## config.mk

```make
export PLATFORM = sky130hd
export DESIGN_NAME = dwc_write_bus
export DESIGN_NICKNAME = d
export VERILOG_FILES = /design/src/rtl/dwc_pkg.sv /design/src/rtl/dwc_write_bus.sv /design/src/rtl/dwc_crc_unit.sv
export SDC_FILE = /design/constraint.sdc
export NUM_CORES = 1
export LEC_CHECK = 0
export BUFFER_PORTS_ARGS = -buffer_cell sky130_fd_sc_hd__buf_2
export CORE_MARGIN = 1
export CORE_UTILIZATION = 30
export DETAILED_ROUTE_END_ITERATION = 6
export PLACE_DENSITY = 0.45
export SLEW_MARGIN = 15
export SYNTH_ARGS = -nofsm -noshare
export SYNTH_HDL_FRONTEND = slang
export SYNTH_HIERARCHICAL = 1
export SYNTH_SLANG_ARGS = --single-unit
```

## constraint.sdc

```tcl
create_clock -name i_clk_sys -period 5.6 [get_ports i_clk_sys]
set_input_delay 1.12 -clock i_clk_sys [delete_from_list [all_inputs] [get_ports i_clk_sys]]
set_output_delay 1.12 -clock i_clk_sys [all_outputs]
set_load 0.005 [all_outputs]
```

## src/rtl/dwc_pkg.sv

```systemverilog
// Shared constants and types of the diskette write, CRC and bus master block
package dwc_pkg;
    // Clock rates and timing figures
    localparam int SYS_CLK_HZ = 100_000_000;
    localparam int REF_CLK_HZ = 4_000_000;
    localparam int REF_DIV = SYS_CLK_HZ / REF_CLK_HZ;
    localparam int TWO_PHASE_NS = 1000;
    localparam int REF_PERIOD_NS = 250;
    localparam int TWO_PHASE_TICKS = TWO_PHASE_NS / REF_PERIOD_NS;
    localparam int TWO_PHASE_HIGH = TWO_PHASE_TICKS / 2;
    localparam int BYTE_BITS = 8;
    localparam int CRC_W = 16;
    localparam logic [15:0] CRC_POLY = 16'h1021;
    localparam logic [15:0] CRC_PRESET = 16'hffff;

    // Register indices on the plain register port
    localparam int ADDR_W = 2;
    localparam int DATA_W = 8;
    localparam logic [1:0] REG_CTRL = 2'h0;
    localparam logic [1:0] REG_PULSE = 2'h1;
    localparam logic [1:0] REG_STATUS = 2'h2;
    localparam logic [7:0] CTRL_RESET = 8'h00;

    // Control register fields
    localparam int CTRL_DISK_WRITE = 0;
    localparam int CTRL_DRIVE_SEL = 1;
    localparam int CTRL_SHIFT_OUT = 2;
    localparam int CTRL_CRC_MODE = 3;
    localparam int CTRL_MEM_WRITE = 4;

    // Pulse register fields
    localparam int PUL_MEM_REQ = 0;
    localparam int PUL_INH_SET = 1;
    localparam int PUL_INH_CLR = 2;
    localparam int PUL_OVR_CLR = 3;

    // Status register fields
    localparam int ST_CRC_MATCH = 0;
    localparam int ST_OVERRUN = 1;
    localparam int ST_TRANSFER_REQUEST_N = 2;
    localparam int ST_BUSY = 3;
    localparam int ST_INHIBIT = 4;

    // Quarter of the four microsecond write cycle, one-hot
    typedef enum logic [3:0] {
        PH_STROBE = 4'h1,
        PH_DATA = 4'h2,
        PH_GAP = 4'h4,
        PH_CLOCK = 4'h8
    } dwc_phase_e;

    // Bus pins sampled from the system bus
    typedef struct packed {
        logic busy_n;
        logic bprn_n;
        logic xack_n;
    } dwc_bus_in_s;
endpackage

```

## src/rtl/dwc_write_bus.sv

```systemverilog
// Write clock generator, write multiplexer, CRC wiring and bus master
//
// Summary of operation
// - Divide 4 MHz into a 1 us two-phase timing, half high.
// - Divide two-phase into 4 us three-phase timing, each quarter active.
// - AND timings into strobe, data-bit and clock-bit write clocks.
// - Multiplexer passes data/CRC at data pulse, clock bit at clock pulse.
// - Selected drive with disk write: assert write gate, drive mux output.
// - Write line and write gate stay inactive during reads.
// - Generate and append two CRC characters per 129-byte data field.
// - CRC divides serial data by x^16 + x^12 + x^5 + 1.
// - Shift-out gate sends data to line and CRC; dropping it sends CRC.
// - Reads block data from the write line yet feed the CRC unit.
// - After field and recorded CRC, active-low all-zero shows a match.
// - Byte boundary latches all-zero into the CRC match flag.
// - CRC mode low shifts ones; CRC clocked by data shift strobe.
// - Memory request pulse sets request latch unless inhibit latch set.
// - Inhibit latch set and cleared by separate pulses.
// - Next bus clock after request sets transfer request, drives it low.
// - Request during an access sets overrun latch, drives overrun low.
// - Bus request follows transfer request by exactly one bus clock.
// - Bus free and priority in: next clock sets busy and selected.
// - Clock after busy enables the memory command drivers.
// - Memory write level picks exactly one memory command.
// - Hold latch keeps busy until memory command is removed.
// - Acknowledge clears transfer request, then bus is released.
// - Byte boundary flag marks a full byte shifted.
//
// The implementer's own choices: the register addresses and strobed register access.
`timescale 1ns/1ns
`default_nettype none
module dwc_write_bus #(
    parameter int REF_DIVIDE = dwc_pkg::REF_DIV
) (
    input wire logic i_clk_sys,
    input wire logic i_reset_n,
    input wire logic [dwc_pkg::ADDR_W-1:0] i_addr,
    input wire logic [dwc_pkg::DATA_W-1:0] i_wdata,
    input wire logic i_wr,
    input wire logic i_rd,
    output logic [dwc_pkg::DATA_W-1:0] o_rdata,
    input wire logic i_read_data_strobe,
    input wire logic i_data_bit_serial_out,
    input wire logic i_clock_bit_serial_out,
    output logic o_data_shift_strobe,
    output logic o_clock_bit_shift_strobe,
    output logic o_byte_boundary,
    output logic o_crc_match_flag,
    output logic o_drive_write_gate_n,
    output logic o_drive_write_line_n,
    input wire dwc_pkg::dwc_bus_in_s i_bus,
    output logic o_transfer_request_n,
    output logic o_overrun_error_n,
    output logic o_breq_n,
    output logic o_busy_out_n,
    output logic o_busy_oe_n,
    output logic o_selected,
    output logic o_mrdc_n,
    output logic o_mwtc_n
);
    import dwc_pkg::*;

    logic [DATA_W-1:0] ctrl_reg;
    logic disk_write;
    logic drive_sel;
    logic shift_out_gate;
    logic crc_mode_level;
    logic memory_write_level;
    logic memory_request_pulse;
    logic inhibit_set_pulse;
    logic inhibit_clear_pulse;
    logic overrun_clear_pulse;
    logic [4:0] ref_cnt_reg;
    logic ref_tick;
    logic [1:0] tp_cnt_reg;
    logic two_phase;
    dwc_phase_e phase_reg;
    logic write_strobe;
    logic data_timing;
    logic clock_timing;
    logic data_shift_strobe;
    logic [2:0] bit_cnt_reg;
    logic crc_bit;
    logic all_zero_n;
    logic write_bit;
    dwc_bus_in_s bus_meta_reg;
    dwc_bus_in_s bus_sync_reg;
    logic inhibit_reg;
    logic req_reg;
    logic xfer_reg;
    logic breq_reg;
    logic busy_reg;
    logic cmd_rd_reg;
    logic cmd_wr_reg;
    logic hold_reg;
    logic overrun_reg;
    logic xack;

    // Control fields steer the write path and the bus direction
    assign disk_write = ctrl_reg[CTRL_DISK_WRITE];
    assign drive_sel = ctrl_reg[CTRL_DRIVE_SEL];
    assign shift_out_gate = ctrl_reg[CTRL_SHIFT_OUT];
    assign crc_mode_level = ctrl_reg[CTRL_CRC_MODE];
    assign memory_write_level = ctrl_reg[CTRL_MEM_WRITE];

    // Pulse register: a write makes one-cycle controller pulses
    assign memory_request_pulse = i_wr && i_addr == REG_PULSE && i_wdata[PUL_MEM_REQ];
    assign inhibit_set_pulse = i_wr && i_addr == REG_PULSE && i_wdata[PUL_INH_SET];
    assign inhibit_clear_pulse = i_wr && i_addr == REG_PULSE && i_wdata[PUL_INH_CLR];
    assign overrun_clear_pulse = i_wr && i_addr == REG_PULSE && i_wdata[PUL_OVR_CLR];

    // Control register write
    always_ff @(posedge i_clk_sys) begin
        if (!i_reset_n) begin
            ctrl_reg <= CTRL_RESET;
        end else if (i_wr && i_addr == REG_CTRL) begin
            ctrl_reg <= i_wdata;
        end
    end

    // Read data stand the cycle after the read strobe only
    always_ff @(posedge i_clk_sys) begin
        if (!i_reset_n) begin
            o_rdata <= '0;
        end else if (i_rd) begin
            case (i_addr)
                REG_CTRL: o_rdata <= ctrl_reg;
                REG_STATUS: begin
                    o_rdata <= '0;
                    o_rdata[ST_CRC_MATCH] <= o_crc_match_flag;
                    o_rdata[ST_OVERRUN] <= overrun_reg;
                    o_rdata[ST_TRANSFER_REQUEST_N] <= xfer_reg;
                    o_rdata[ST_BUSY] <= busy_reg;
                    o_rdata[ST_INHIBIT] <= inhibit_reg;
                end
                default: o_rdata <= '0;
            endcase
        end else begin
            o_rdata <= '0;
        end
    end

    // Reference tick at 4 MHz out of the system clock
    always_ff @(posedge i_clk_sys) begin
        if (!i_reset_n || ref_tick) begin
            ref_cnt_reg <= '0;
        end else begin
            ref_cnt_reg <= ref_cnt_reg + 5'h1;
        end
    end
    assign ref_tick = (ref_cnt_reg == 5'(REF_DIVIDE - 1));

    // Two-phase timing: four reference ticks, two high
    always_ff @(posedge i_clk_sys) begin
        if (!i_reset_n) begin
            tp_cnt_reg <= '0;
        end else if (ref_tick) begin
            tp_cnt_reg <= tp_cnt_reg + 2'h1;
        end
    end
    assign two_phase = (tp_cnt_reg < 2'(TWO_PHASE_HIGH));

    // Three-phase timing steps once per microsecond
    always_ff @(posedge i_clk_sys) begin
        if (!i_reset_n) begin
            phase_reg <= PH_STROBE;
        end else if (ref_tick && tp_cnt_reg == 2'(TWO_PHASE_TICKS - 1)) begin
            case (phase_reg)
                PH_STROBE: phase_reg <= PH_DATA;
                PH_DATA: phase_reg <= PH_GAP;
                PH_GAP: phase_reg <= PH_CLOCK;
                PH_CLOCK: phase_reg <= PH_STROBE;
                default: phase_reg <= PH_STROBE;
            endcase
        end
    end

    // Write clocks are two-phase ANDed with one quarter
    assign data_timing = two_phase && phase_reg == PH_DATA;
    assign clock_timing = two_phase && phase_reg == PH_CLOCK;
    // Strobe is one cycle at the end of the clock quarter, just before the strobe quarter
    assign write_strobe = ref_tick && tp_cnt_reg == 2'(TWO_PHASE_TICKS - 1)
        && phase_reg == PH_CLOCK;

    // Write strobes only while writing, else the read strobe
    assign data_shift_strobe = disk_write ? write_strobe : i_read_data_strobe;

    // Shift strobes go out registered to the shift registers
    always_ff @(posedge i_clk_sys) begin
        if (!i_reset_n) begin
            o_data_shift_strobe <= 1'b0;
            o_clock_bit_shift_strobe <= 1'b0;
        end else begin
            o_data_shift_strobe <= data_shift_strobe;
            o_clock_bit_shift_strobe <= disk_write && write_strobe;
        end
    end

    // Bit counter marks each full byte
    always_ff @(posedge i_clk_sys) begin
        if (!i_reset_n) begin
            bit_cnt_reg <= '0;
            o_byte_boundary <= 1'b0;
        end else begin
            o_byte_boundary <= data_shift_strobe && bit_cnt_reg == 3'(BYTE_BITS - 1);
            if (data_shift_strobe) begin
                bit_cnt_reg <= bit_cnt_reg + 3'h1;
            end
        end
    end

    // CRC sees data both when writing and when reading
    dwc_crc_unit u_crc (
        .i_clk_sys(i_clk_sys),
        .i_reset_n(i_reset_n),
        .i_strobe(data_shift_strobe),
        .i_crc_mode(crc_mode_level),
        .i_divide(shift_out_gate || !disk_write),
        .i_bit(i_data_bit_serial_out),
        .o_crc_bit(crc_bit),
        .o_all_zero_n(all_zero_n)
    );

    // Latch match at the byte boundary
    always_ff @(posedge i_clk_sys) begin
        if (!i_reset_n) begin
            o_crc_match_flag <= 1'b0;
        end else if (o_byte_boundary) begin
            o_crc_match_flag <= !all_zero_n;
        end
    end

    // Data until the gate drops, then the appended CRC
    assign write_bit = shift_out_gate ? i_data_bit_serial_out : crc_bit;

    // Drive side: gate and line only while writing
    always_ff @(posedge i_clk_sys) begin
        if (!i_reset_n) begin
            o_drive_write_gate_n <= 1'b1;
            o_drive_write_line_n <= 1'b1;
        end else begin
            o_drive_write_gate_n <= !(drive_sel && disk_write);
            o_drive_write_line_n <= !(drive_sel && disk_write
                && ((data_timing && write_bit)
                || (clock_timing && i_clock_bit_serial_out)));
        end
    end

    // Bus pins pass two flops before use
    always_ff @(posedge i_clk_sys) begin
        if (!i_reset_n) begin
            bus_meta_reg <= '1;
            bus_sync_reg <= '1;
        end else begin
            bus_meta_reg <= i_bus;
            bus_sync_reg <= bus_meta_reg;
        end
    end
    assign xack = !bus_sync_reg.xack_n;

    // Inhibit latch; clear wins if both pulse together
    always_ff @(posedge i_clk_sys) begin
        if (!i_reset_n) begin
            inhibit_reg <= 1'b0;
        end else if (inhibit_clear_pulse) begin
            inhibit_reg <= 1'b0;
        end else if (inhibit_set_pulse) begin
            inhibit_reg <= 1'b1;
        end
    end

    // Request chain, cleared by acknowledge
    always_ff @(posedge i_clk_sys) begin
        if (!i_reset_n) begin
            req_reg <= 1'b0;
            xfer_reg <= 1'b0;
            breq_reg <= 1'b0;
        end else begin
            if (xack) begin
                req_reg <= 1'b0;
            end else if (memory_request_pulse && !inhibit_reg) begin
                req_reg <= 1'b1;
            end
            xfer_reg <= req_reg && !xack;
            breq_reg <= xfer_reg && !xack;
        end
    end

    // Overrun: set wins over a software clear
    always_ff @(posedge i_clk_sys) begin
        if (!i_reset_n) begin
            overrun_reg <= 1'b0;
        end else if (memory_request_pulse && (req_reg || xfer_reg)) begin
            overrun_reg <= 1'b1;
        end else if (overrun_clear_pulse) begin
            overrun_reg <= 1'b0;
        end
    end

    // Busy, commands and hold; hold keeps busy up
    always_ff @(posedge i_clk_sys) begin
        if (!i_reset_n) begin
            busy_reg <= 1'b0;
            cmd_rd_reg <= 1'b0;
            cmd_wr_reg <= 1'b0;
            hold_reg <= 1'b0;
        end else begin
            if (!busy_reg) begin
                busy_reg <= breq_reg && bus_sync_reg.busy_n && !bus_sync_reg.bprn_n;
            end else if (!xfer_reg && !hold_reg) begin
                busy_reg <= 1'b0;
            end
            cmd_rd_reg <= busy_reg && xfer_reg && !memory_write_level;
            cmd_wr_reg <= busy_reg && xfer_reg && memory_write_level;
            hold_reg <= (cmd_rd_reg || cmd_wr_reg) && busy_reg;
        end
    end

    // Bus pins straight from flops, mirroring the latches
    always_ff @(posedge i_clk_sys) begin
        if (!i_reset_n) begin
            o_transfer_request_n <= 1'b1;
            o_overrun_error_n <= 1'b1;
            o_breq_n <= 1'b1;
            o_busy_out_n <= 1'b0;
            o_busy_oe_n <= 1'b1;
            o_selected <= 1'b0;
            o_mrdc_n <= 1'b1;
            o_mwtc_n <= 1'b1;
        end else begin
            o_transfer_request_n <= !(req_reg && !xack);
            o_overrun_error_n <= !(overrun_reg
                || (memory_request_pulse && (req_reg || xfer_reg)));
            o_breq_n <= !(xfer_reg && !xack);
            o_busy_out_n <= 1'b0; // Open drain: only ever pulls low
            o_busy_oe_n <= !busy_reg;
            o_selected <= busy_reg;
            o_mrdc_n <= !cmd_rd_reg;
            o_mwtc_n <= !cmd_wr_reg;
        end
    end

    // Checks on the timing and bus sequence
    chk_two_phase_half: assert property (@(posedge i_clk_sys) disable iff (!i_reset_n)
        (ref_tick && tp_cnt_reg == 2'h3) |=> two_phase)
        else $error("two-phase not high at period start");
    chk_write_strobe_cycle: assert property (@(posedge i_clk_sys) disable iff (!i_reset_n)
        write_strobe |=> phase_reg == PH_STROBE)
        else $error("strobe not at three-phase start");
    chk_gate_in_read: assert property (@(posedge i_clk_sys) disable iff (!i_reset_n)
        !disk_write |=> o_drive_write_gate_n && o_drive_write_line_n)
        else $error("write pins active during read");
    chk_inhibit_blocks: assert property (@(posedge i_clk_sys) disable iff (!i_reset_n)
        (memory_request_pulse && inhibit_reg && !req_reg) |=> !req_reg)
        else $error("request taken while inhibited");
    chk_xfer_follows: assert property (@(posedge i_clk_sys) disable iff (!i_reset_n)
        (req_reg && !xack) |=> xfer_reg)
        else $error("transfer request late");
    chk_breq_lag: assert property (@(posedge i_clk_sys) disable iff (!i_reset_n)
        $fell(o_transfer_request_n) |=> $fell(o_breq_n))
        else $error("bus request not one clock after transfer");
    chk_overrun_set: assert property (@(posedge i_clk_sys) disable iff (!i_reset_n)
        (memory_request_pulse && xfer_reg) |=> !o_overrun_error_n && overrun_reg)
        else $error("overrun missed");
    chk_one_command: assert property (@(posedge i_clk_sys) disable iff (!i_reset_n)
        !(cmd_rd_reg && cmd_wr_reg))
        else $error("both memory commands active");
    chk_cmd_after_busy: assert property (@(posedge i_clk_sys) disable iff (!i_reset_n)
        $rose(busy_reg) && xfer_reg |=> (cmd_rd_reg || cmd_wr_reg))
        else $error("command not one clock after busy");
    chk_hold_keeps_busy: assert property (@(posedge i_clk_sys) disable iff (!i_reset_n)
        hold_reg |=> busy_reg)
        else $error("busy dropped under hold");
    chk_match_latch: assert property (@(posedge i_clk_sys) disable iff (!i_reset_n)
        o_byte_boundary |=> o_crc_match_flag == !$past(all_zero_n))
        else $error("match flag not latched at boundary");

    cov_bus_grant: cover property (@(posedge i_clk_sys) disable iff (!i_reset_n)
        $rose(busy_reg));
    cov_release: cover property (@(posedge i_clk_sys) disable iff (!i_reset_n)
        $fell(busy_reg));
    cov_overrun: cover property (@(posedge i_clk_sys) disable iff (!i_reset_n)
        $rose(overrun_reg));
    cov_crc_match: cover property (@(posedge i_clk_sys) disable iff (!i_reset_n)
        $rose(o_crc_match_flag));
endmodule // dwc_write_bus
`default_nettype wire

```

## src/rtl/dwc_crc_unit.sv

```systemverilog
// Serial CRC generator and checker clocked by the data shift strobe
`timescale 1ns/1ns
`default_nettype none
module dwc_crc_unit #(
    parameter int W = dwc_pkg::CRC_W,
    parameter logic [15:0] POLY = dwc_pkg::CRC_POLY
) (
    input wire logic i_clk_sys,
    input wire logic i_reset_n,
    input wire logic i_strobe,
    input wire logic i_crc_mode,
    input wire logic i_divide,
    input wire logic i_bit,
    output logic o_crc_bit,
    output logic o_all_zero_n
);
    import dwc_pkg::*;

    logic [W-1:0] crc_reg;
    logic [W-1:0] crc_next;
    logic fb;

    // Divide while dividing; otherwise shift the remainder out
    always_comb begin
        fb = crc_reg[W-1] ^ i_bit;
        if (!i_crc_mode) begin
            crc_next = CRC_PRESET; // Ones flow in
        end else if (i_divide) begin
            crc_next = {crc_reg[W-2:0], 1'b0} ^ (fb ? POLY : '0);
        end else begin
            crc_next = {crc_reg[W-2:0], 1'b0};
        end
    end

    // Remainder advances only on a shift strobe
    always_ff @(posedge i_clk_sys) begin
        if (!i_reset_n) begin
            crc_reg <= CRC_PRESET;
        end else if (i_strobe) begin
            crc_reg <= crc_next;
        end
    end

    assign o_crc_bit = crc_reg[W-1];
    // Zero remainder means recorded CRC matched
    assign o_all_zero_n = (crc_reg != '0);

    chk_crc_preset: assert property (@(posedge i_clk_sys) disable iff (!i_reset_n)
        (i_strobe && !i_crc_mode) |=> (crc_reg == CRC_PRESET))
        else $error("CRC not preset while mode low");
endmodule // dwc_crc_unit
`default_nettype wire

```

Word-level counts from Yosys, hierarchy flattened
Index checks and enable logic that the tools add are counted.
- register bits: 74
- input port bits: 20
- output and inout port bits: 22
- word-level logic and storage cells: 117
- $add $sub $neg: 3
- magnitude comparators: 1
- eq/ne operators: 9
- mux-type cells: 11
- bitwise gates (word level): 3
- reductions and logical operators: 55
- operators with widths (cell ; number):
    16-bit 2-to-1 mux ; 2
    1-bit logical AND ; 27
    1-bit zero test ; 16
    8-bit one-hot mux with 2 select lines ; 1
    16-bit nonzero test ; 1
    16-bit XOR ; 1
    13-bit 2-to-1 mux ; 1
    4-bit one-hot mux with 3 select lines ; 1
    1-bit logical OR ; 6
    1-bit 2-to-1 mux ; 6
    5-bit by 1-bit adder with 5-bit output (second input constant) ; 1
    5-bit == test (second input constant) ; 1
    2-bit == test (second input constant) ; 2
    4-bit by 1-bit == test with 1-bit output (second input constant) ; 1
    4-bit by 2-bit == test with 1-bit output (second input constant) ; 1
    4-bit by 3-bit == test with 1-bit output (second input constant) ; 1
    4-bit == test (second input constant) ; 1
    2-bit AND reduction ; 2
    3-bit by 1-bit adder with 3-bit output (second input constant) ; 1
    3-bit == test (second input constant) ; 1
    2-bit by 1-bit adder with 2-bit output (second input constant) ; 1
    2-bit by 1-bit == test with 1-bit output (second input constant) ; 1
    2-bit zero test ; 1
    2-bit less-than comparator (second input constant) ; 1
    other kinds (4) ; 4

Logic depth before layout (Yosys ltp)
Gate-level depths: netlist of the first run.
- depth in word-level cells: 6
- gate-level depth with buffers: 10
- depth with buffers taken out: 8

Modules after synthesis
Netlist of the first run, hierarchy kept.
- modules (own cells, without submodules) (module ; instances ; cells each ; area an instance (µm²) ; sequential area each (µm²)):
    dwc_write_bus ; 1 ; 201 ; 2108.3 ; 1161.1
    dwc_crc_unit ; 1 ; 83 ; 723.2 ; 320.3

Worst setup path after synthesis of the first run
OpenSTA, ideal clock, no wires.
- path type: input port to flip-flop
- from: input port i_read_data_strobe
- to: register u_crc.crc_reg[13]
- library setup time: 0.129 ns
- data arrival time: 2.099 ns
- data required time: 5.471 ns
- path slack: 3.371 ns
- stages on the path: 6
- buffers on the path: 1
- cell sequence: and2b_2 -> a41oi_4 -> inv_1 -> clkbuf_1 -> o21ai_0 -> nand2_1
- word-level cells in the longest chain between the ends: 1
- ends and longest elaborated chain (what ; RTL line ; source):
    start, declared ; dwc_write_bus.sv:42 ; input wire logic i_read_data_strobe,
    1-bit 2-to-1 mux ; dwc_write_bus.sv:186 ; assign data_shift_strobe = disk_write ? write_strobe : i_read_data_strobe;
    net data_shift_strobe ; dwc_write_bus.sv:81 ; logic data_shift_strobe;
    end signal, assigned ; dwc_crc_unit.sv:40 ; crc_reg <= crc_next;
    end, declared ; dwc_crc_unit.sv:19 ; logic [W-1:0] crc_reg;
The timed path passes the listed nets, and every way through them passes these cells.
A chain may end at the register's enable or synchronous reset.

Final worst setup path of the first run
- from: register ref_cnt_reg[0]
- to: register u_crc.crc_reg[12]
- word-level cells in the longest chain between the ends: 4
- ends and longest elaborated chain (what ; RTL line ; source):
    start, declared ; dwc_write_bus.sv:73 ; logic [4:0] ref_cnt_reg;
    start signal, assigned ; dwc_write_bus.sv:148 ; ref_cnt_reg <= ref_cnt_reg + 5'h1;
    5-bit == test ; dwc_write_bus.sv:151 ; assign ref_tick = (ref_cnt_reg == 5'(REF_DIVIDE - 1));
    1-bit logical AND ; dwc_write_bus.sv:182 ; assign write_strobe = ref_tick && tp_cnt_reg == 2'(TWO_PHASE_TICKS - 1)
    1-bit logical AND ; dwc_write_bus.sv:183 ; && phase_reg == PH_CLOCK;
    1-bit 2-to-1 mux ; dwc_write_bus.sv:186 ;
    net data_shift_strobe ; dwc_write_bus.sv:81 ;
The timed path passes the listed nets, and every way through them passes these cells.

==> results of run 1 <==
-- synthesized netlist by cell type, types with 2 or more instances --
cell	n	area share, %
sky130_fd_sc_hd__inv_1	10	1.3
sky130_fd_sc_hd__nand4_1	3	0.66
sky130_fd_sc_hd__o21ai_0	18	3.2
sky130_fd_sc_hd__buf_6	2	0.80
sky130_fd_sc_hd__nor3b_1	6	1.6
sky130_fd_sc_hd__dfxtp_1	74	52
sky130_fd_sc_hd__ha_1	5	2.2
sky130_fd_sc_hd__buf_2	6	1.1
sky130_fd_sc_hd__and3_1	2	0.44
sky130_fd_sc_hd__nand2_1	25	3.3
sky130_fd_sc_hd__nor2_1	29	3.8
sky130_fd_sc_hd__clkbuf_2	3	0.53
sky130_fd_sc_hd__nor4b_1	2	0.62
sky130_fd_sc_hd__nand3_1	7	1.2
sky130_fd_sc_hd__mux2i_1	16	5.7
sky130_fd_sc_hd__a31oi_1	2	0.44
sky130_fd_sc_hd__nand2b_1	7	1.5
sky130_fd_sc_hd__a221oi_2	2	1.1
sky130_fd_sc_hd__clkbuf_1	3	0.40
sky130_fd_sc_hd__or3_1	2	0.44
sky130_fd_sc_hd__xnor2_1	3	0.93
sky130_fd_sc_hd__nand4b_1	3	0.93
sky130_fd_sc_hd__a21oi_1	8	1.4
sky130_fd_sc_hd__nand3b_1	14	3.7
sky130_fd_sc_hd__and4_1	2	0.62
sky130_fd_sc_hd__a211oi_1	3	0.80
sky130_fd_sc_hd__buf_4	2	0.53
sky130_fd_sc_hd__nor4_1	4	0.88
sky130_fd_sc_hd__xor2_1	2	0.62
-- area by class of cell --
class	instances	area share (%)
Inverter	10	1.14
Timing Repair Buffer	42	6.53
Sequential cell	74	45.0
Clock inverter	7	2.47
Clock buffer	9	3.76
Tap cell	111	4.22
Multi-Input combinational cell	183	36.9
-- logic make-up after synthesis --
logic type | after synthesis | synth area share [%]
and+or+nand+nor | 114 | 22.8
DFF | 74 | 52.3
buffers and inverters | 27 | 4.77
muxes | 17 | 6.05
other | 1 | 0.132
adders and majority gates | 5 | 2.21
AOI/OAI and AO/OA | 40 | 9.63
xor gates and xnor gates | 6 | 2.12
-- through the flow --
step / util [%] / hold slack [ps] / instances / worst slack, ps
floorplan: - / 358 / 284 / 3370
global placement: 33.6 / 367 / 420 / 2860
detailed placement: 33.6 / 368 / 420 / 2820
CTS: 35.8 / 391 / 436 / 3120
global route: 35.8 / 418 / 436 / 2890
finish: 35.8 / 389 / 436 / 3110
-- per-layer routing --
| layer | GRT usage, % | up-vias |
|---|---|---|
| li1 | - | 1045 |
| met1 | 15.7 | 930 |
| met2 | 19.5 | 42 |
| met3 | 3.79 | 11 |
| met4 | 6.79 | 0 |
| met5 | 0 | - |
-- how the worst min path moves through the flow --
stage | start | to | slack [ps] | cells past startpoint
floorplan | cmd_rd_reg | o_mrdc_n | 360 | 1
global placement | cmd_rd_reg | o_mrdc_n | 370 | 1
detailed placement | cmd_rd_reg | o_mrdc_n | 370 | 1
CTS | cmd_rd_reg | o_mrdc_n | 390 | 1
global route | cmd_rd_reg | o_mrdc_n | 420 | 1
finish | cmd_rd_reg | o_mrdc_n | 390 | 1
-- worst max-delay path, delay by kind of cell (launching register included) --
kind                     cells  cell delay [ps]
AND/OR/NAND/NOR              2              620
buffers and inverters        2              740
adder cells (fa/ha/maj)      1              160
AO/OA/AOI/OAI                3              480
flip-flops                   1              340
-- report_power, final --
part | total (mW) | switching (mW) | internal (mW)
Sequential | 0.542 | 0.00718 | 0.535
Clock | 0.434 | 0.221 | 0.214
Combinational | 0.0475 | 0.0277 | 0.0198
Total | 1.02 | 0.256 | 0.768
==> flow_summary_export.csv, run 1 <==
group,metric,value,unit
global_route,grt_util_all_layers,12.6,%
worst_setup_path,setup.reg_to_reg.worst_slack,3110,ps
logic_synthesis,postSynth.topFlopCell,"sky130_fd_sc_hd__dfxtp_1",
worst_setup_path,critical_path.max_fanout,34,
outcome,outcome,"finished, final reports clean",
timing,finalSetupViolations,0,
timing,max_slew_margin,43.2,%
drt,post_detailed_route_drc_marker_count,0,
finish,antenna_cells_inserted,0,
power_and_ir_drop,power_leakage,1.27,nW
drt,route.detailed.wl_per_inst,13.0,um
timing,worstMarginPinSlew,852,ps
clock_network,clock_latency,350,ps
logic_synthesis,yosysWarnings,6,
worst_setup_path,worstReg2RegStart,"ref_cnt_reg[0]",
floorplanning,design.die.area,9830,sq um
finish,flip_flop_count_of_the_largest_register_all_copies_and_words_added,16,
floorplanning,ioPinCount,42,
timing,timing.fmax,0.402,GHz
logic_synthesis,netlist_area,2830,sq um
place,dpl_cell_area,3090,sq um
place,dp_hpwl,3760,um
clock_network,buffer_type_at_the_clock_tree_root,"sky130_fd_sc_hd__clkbuf_8",
power_and_ir_drop,worst_vdd_drop,139,uV
power_and_ir_drop,design_power_total,1.02,mW
timing,final_min_period_over_clock_period,44.4,%
worst_setup_path,worst_path_cell_chain,"inv_1 -> ha_1 -> and4b_1 -> a41oi_4 -> inv_1 -> nand4b_1 -> a21oi_1 -> a221oi_2",
place,placement.io_buffers,40,
logic_synthesis,synthCells,284,
timing,finalHoldViolCount,0,
floorplanning,fp.dieH,99.2,um
floorplanning,initial_utilization,30.8,%
timing,setup-tns-final,0,ps
run,timing.max_cap.violations,0,
drt,detailroute.via_count,2028,
clock_network,cts.repair.resized,0,
global_route,pin_count_of_the_biggest_net_entering_global_routing,46,
logic_synthesis,synth_nets,309,
worst_setup_path,worst_path_most_repeated_cell,"sky130_fd_sc_hd__inv_1",
drt,detailroute.wirelength.met3,209,um
drt,drt_iter0_markers,82,
worst_setup_path,worst_setup_path_start_kind,"register",
worst_setup_path,reg2reg_to,"u_crc/crc_reg[12]",
timing,skew_final,10.2,ps
floorplanning,core-area,9200,sq um
worst_setup_path,critical_path.slowest_cell,"sky130_fd_sc_hd__inv_1",
finish,proportion_of_layout_cells_with_a_drive_suffix_above_1,21.2,%
logic_synthesis,synth_sequential_area_ratio,52.3,%
finish,layout.area.seq,1480,sq um
finish,layout.filler_cells,955,
floorplanning,placement_rows,35,
logic_synthesis,synth-async-reset-ratio,0,%
power_and_ir_drop,power_per_standard_cell_area,311,nW/um^2
logic_synthesis,syn_avg_cell_area,9.97,sq um
floorplanning,floorplan.die.width,99.2,um
worst_setup_path,timing.critical_path.to,"u_crc/crc_reg[12]",
clock_network,cts_tree,"done",
clock_network,post_cts_setup_inserts,0,
worst_setup_path,worst-r2r-cell-count,8,
timing,finalMaxSlewViolations,0,
clock_network,cts_hold_buffers,0,
worst_setup_path,timing.critical_path.to_type,"register",
logic_synthesis,synth.distinct_cells,48,
worst_hold_path,holdCritPathClass,"register to register",
finish,layout.cells.most_common,"sky130_fd_sc_hd__dfxtp_1",
global_route,initial_antenna_violation_count,0,
drt,met2_length,2470,um
global_route,grt_first_pass_wirelength,9300,um
global_route,grt.overflow.total,0,
drt,post_drt_via_cell_ratio,4.65,
logic_synthesis,ys_ff_latch,74,
worst_setup_path,critPathKind,"register to register",
place,routability_congestion_estimate_from_global_placement,0.733,
drt,dr.max_layer_used,"met4",
clock_network,cts_num_sinks,74,
drt,drt_pre_antenna_iters,4,
worst_setup_path,crit_path_start,"ref_cnt_reg[0]",
logic_synthesis,synth_enable_flop_cells,0,
finish,multi_input_comb_area,1210,sq um
clock_network,worst_path_clk_slew,90,ps
clock_network,htree_levels,3,
drt,drt-total-wl,5660,um
timing,period_minus_ws_final,2490,ps
worst_setup_path,worst-endpoint-required,5820,ps
drt,met1_length,2850,um
timing,setup_repair_after_global_routing_missed_its_margin,"no",
drt,number_of_nets_with_antenna_violations_after_detailed_routing,0,
finish,synthToLayoutAreaGrowth,16.3,%
clock_network,cts_buffers,9,
finish,fin_nets,345,
worst_setup_path,cpPeakStageDelay,680,ps
worst_setup_path,critical_path_arrival,2710,ps
finish,final_design_area_no_fill,3290,sq um
finish,mostFrequentLayoutCells,"74 x sky130_fd_sc_hd__dfxtp_1, 40 x sky130_fd_sc_hd__buf_2, 29 x sky130_fd_sc_hd__nor2_1",
clock_network,clock_path_buffers,2,
global_route,first_global_vias,1846,
No activity file was read; power rests on OpenSTA's default activity.
==> run 2: changes to the inputs <==
- clock period: 5.6 -> 2.5 ns (I/O delays scaled with it)
==> flow_summary_export.csv, run 2 (synthesis gave the netlist of run 1 again) <==
group,metric,value,unit
outcome,outcome,"finished, final reports clean",
clock_network,clock_latency,360,ps
finish,fin_nets,352,
timing,skew_final,10.1,ps
timing,max_slew_margin,52.9,%
run,timing.max_cap.violations,0,
worst_setup_path,worst_setup_path_start_kind,"register",
timing,fin_ws,555,ps
worst_setup_path,critPathKind,"register to register",
floorplanning,design.die.area,9830,sq um
power_and_ir_drop,power_frac_seq,52.7,%
drt,drt_pre_antenna_iters,4,
timing,setup-tns-final,0,ps
timing,worstMarginPinSlew,705,ps
power_and_ir_drop,design_power_total,2.30,mW
place,routability_congestion_estimate_from_global_placement,0.741,
drt,number_of_nets_with_antenna_violations_after_detailed_routing,0,
clock_network,buffer_type_at_the_clock_tree_root,"sky130_fd_sc_hd__clkbuf_8",
worst_hold_path,worst_hold_startpoint,"i_bus[2]",
global_route,top_usage_layer,"met2",
clock_network,worst_path_clk_slew,90,ps
global_route,grt_util_met1,16.6,%
floorplanning,fp.dieH,99.2,um
power_and_ir_drop,power_per_standard_cell_area,688,nW/um^2
power_and_ir_drop,worst_vdd_drop,219,uV
worst_hold_path,worstHoldPathCells,2,
clock_network,cts_hold_buffers,0,
drt,post_drt_via_cell_ratio,4.62,
clock_network,clock_path_buffers,2,
floorplanning,initial_utilization,30.8,%
power_and_ir_drop,share_comb_of_total_power,5.0,%
finish,layout.filler_cells,946,
timing,final_min_period_over_clock_period,77.8,%
worst_setup_path,critical_path.slowest_cell,"sky130_fd_sc_hd__dfxtp_1",
worst_setup_path,worstReg2RegStart,"ref_cnt_reg[0]",
worst_setup_path,worst-r2r-cell-count,8,
timing,finalHoldViolCount,0,
timing,finalSetupViolations,0,
clock_network,post_cts_setup_inserts,0,
finish,proportion_of_layout_cells_with_a_drive_suffix_above_1,22.9,%
timing,period_minus_ws_final,1940,ps
drt,drt_iter0_markers,61,
global_route,first_global_vias,1968,
worst_setup_path,setup.reg_to_reg.worst_slack,560,ps
place,placement.io_buffers,40,
worst_setup_path,critical_path_arrival,2220,ps
worst_setup_path,reg2reg_to,"u_crc/crc_reg[5]",
global_route,pin_count_of_the_biggest_net_entering_global_routing,23,
drt,post_detailed_route_drc_marker_count,0,
clock_network,cts.repair.resized,0,
worst_setup_path,worst-endpoint-required,2780,ps
drt,drt-total-wl,5760,um
floorplanning,floorplan.die.width,99.2,um
worst_setup_path,critical_path.max_fanout,14,
global_route,grt_util_all_layers,12.9,%
drt,detailroute.via_count,2048,
floorplanning,core-area,9200,sq um
place,dp_hpwl,4040,um
timing,setup_repair_after_global_routing_missed_its_margin,"no",
clock_network,htree_levels,3,
floorplanning,ioPinCount,42,
worst_hold_path,min_to,"bus_meta_reg[2]",
worst_setup_path,timing.critical_path.to_type,"register",
finish,antenna_cells_inserted,0,
floorplanning,placement_rows,35,
global_route,grt.overflow.total,0,
worst_setup_path,cp.buffers_inverters,3,
finish,synthToLayoutAreaGrowth,18.2,%
clock_network,cts_buffers,9,
worst_setup_path,timing.critical_path.depth,8,
clock_network,cts_tree,"done",
worst_setup_path,worst_path_most_repeated_cell,"sky130_fd_sc_hd__inv_1",
power_and_ir_drop,power.net_switching,0.577,mW
timing,finalMaxSlewViolations,0,
power_and_ir_drop,switching_share_of_power,25.1,%
clock_network,cts_num_sinks,74,
global_route,grt_first_pass_wirelength,9690,um
power_and_ir_drop,pwr-share-clk,42.3,%
place,worst_slack_at_placement,572,ps
worst_hold_path,holdCritPathClass,"input port to register",
worst_setup_path,cp_top_family,"compound AO/OA/AOI/OAI gates",
finish,layout.cells.most_common,"sky130_fd_sc_hd__dfxtp_1",
power_and_ir_drop,internal_power,1.72,mW
global_route,grt_util_met3,4.29,%
global_route,initial_antenna_violation_count,0,
timing,timing.fmax,0.514,GHz
worst_setup_path,cpPeakStageDelay,380,ps
drt,route.detailed.wl_per_inst,13.0,um
worst_setup_path,worst_path_cell_chain,"inv_1 -> ha_1 -> and4b_1 -> a41oi_4 -> inv_1 -> buf_4 -> and4_1 -> a221oi_2",
power_and_ir_drop,power_leakage,1.31,nW
global_route,groute.layer.met2.usage,19.6,%
finish,flip_flop_count_of_the_largest_register_all_copies_and_words_added,16,
finish,mostFrequentLayoutCells,"74 x sky130_fd_sc_hd__dfxtp_1, 40 x sky130_fd_sc_hd__buf_2, 29 x sky130_fd_sc_hd__nor2_1",
-- run 2: changes by cell type in the layout (fill, tap and decap cells not counted), sizes merged --
cell    delta
clkinv     +1
inv        -1
buf        +7
-- run 2: worst max-delay path by stage --
stage | start | end | slack, ps
final | ref_cnt_reg[0] | u_crc/crc_reg[5] | 560
after detailed placement | ref_cnt_reg[0] | u_crc/crc_reg[5] | 570
after global routing | ref_cnt_reg[0] | u_crc/crc_reg[5] | 410
after CTS | ref_cnt_reg[0] | u_crc/crc_reg[5] | 540
after global placement | ref_cnt_reg[0] | u_crc/crc_reg[5] | 610
after floorplan | ref_cnt_reg[0] | u_crc/crc_reg[13] | 650
-- run 2: power by group through the flow --
stage / Clock (mW) / Sequential (mW) / Combinational, mW
3_3_place_gp: 0 / 1.24 / 0.116
2_1_floorplan: 0 / 1.24 / 0.0797
6_report: 0.973 / 1.21 / 0.115
3_5_place_dp: 0 / 1.24 / 0.117
5_1_grt: 1.07 / 1.22 / 0.129
4_1_cts: 1.01 / 1.21 / 0.117
-- run 2: cell type report --
type                            instances  area (sq um)  area share [%]
Sequential cell                        74          1480            44.3
Inverter                               10          37.5            1.12
Clock buffer                            9           124            3.70
Tap cell                              111           139            4.15
Timing Repair Buffer                   49           268            8.00
Multi-Input combinational cell        183          1210            36.3
Clock inverter                          7          81.3            2.43
-- run 2: through the flow --
step	hold slack (ps)	utilization (%)	cells	area, sq um
finish	327	36.4	443	3350
detailed placement	368	34.1	427	3140
floorplan	358	-	284	2830
global placement	369	34.1	427	3140
CTS	311	36.4	443	3350
global route	322	36.4	443	3350
-- run 2: per-layer routing --
metal  vias to the layer above  part of all wire, %
li1                       1067                    -
met1                       930                   50
met2                        39                   43
met3                        12                  4.4
met4                         0                  2.0
met5                         -                    0
-- run 2: worst register-to-register path: cells and delay by family (launching register included) --
kind / cells / cell delay (ps)
AOI/OAI and AO/OA: 2 / 550
buffers and inverters: 3 / 350
DFF: 1 / 380
and+or+nand+nor: 2 / 400
adders and majority gates: 1 / 200
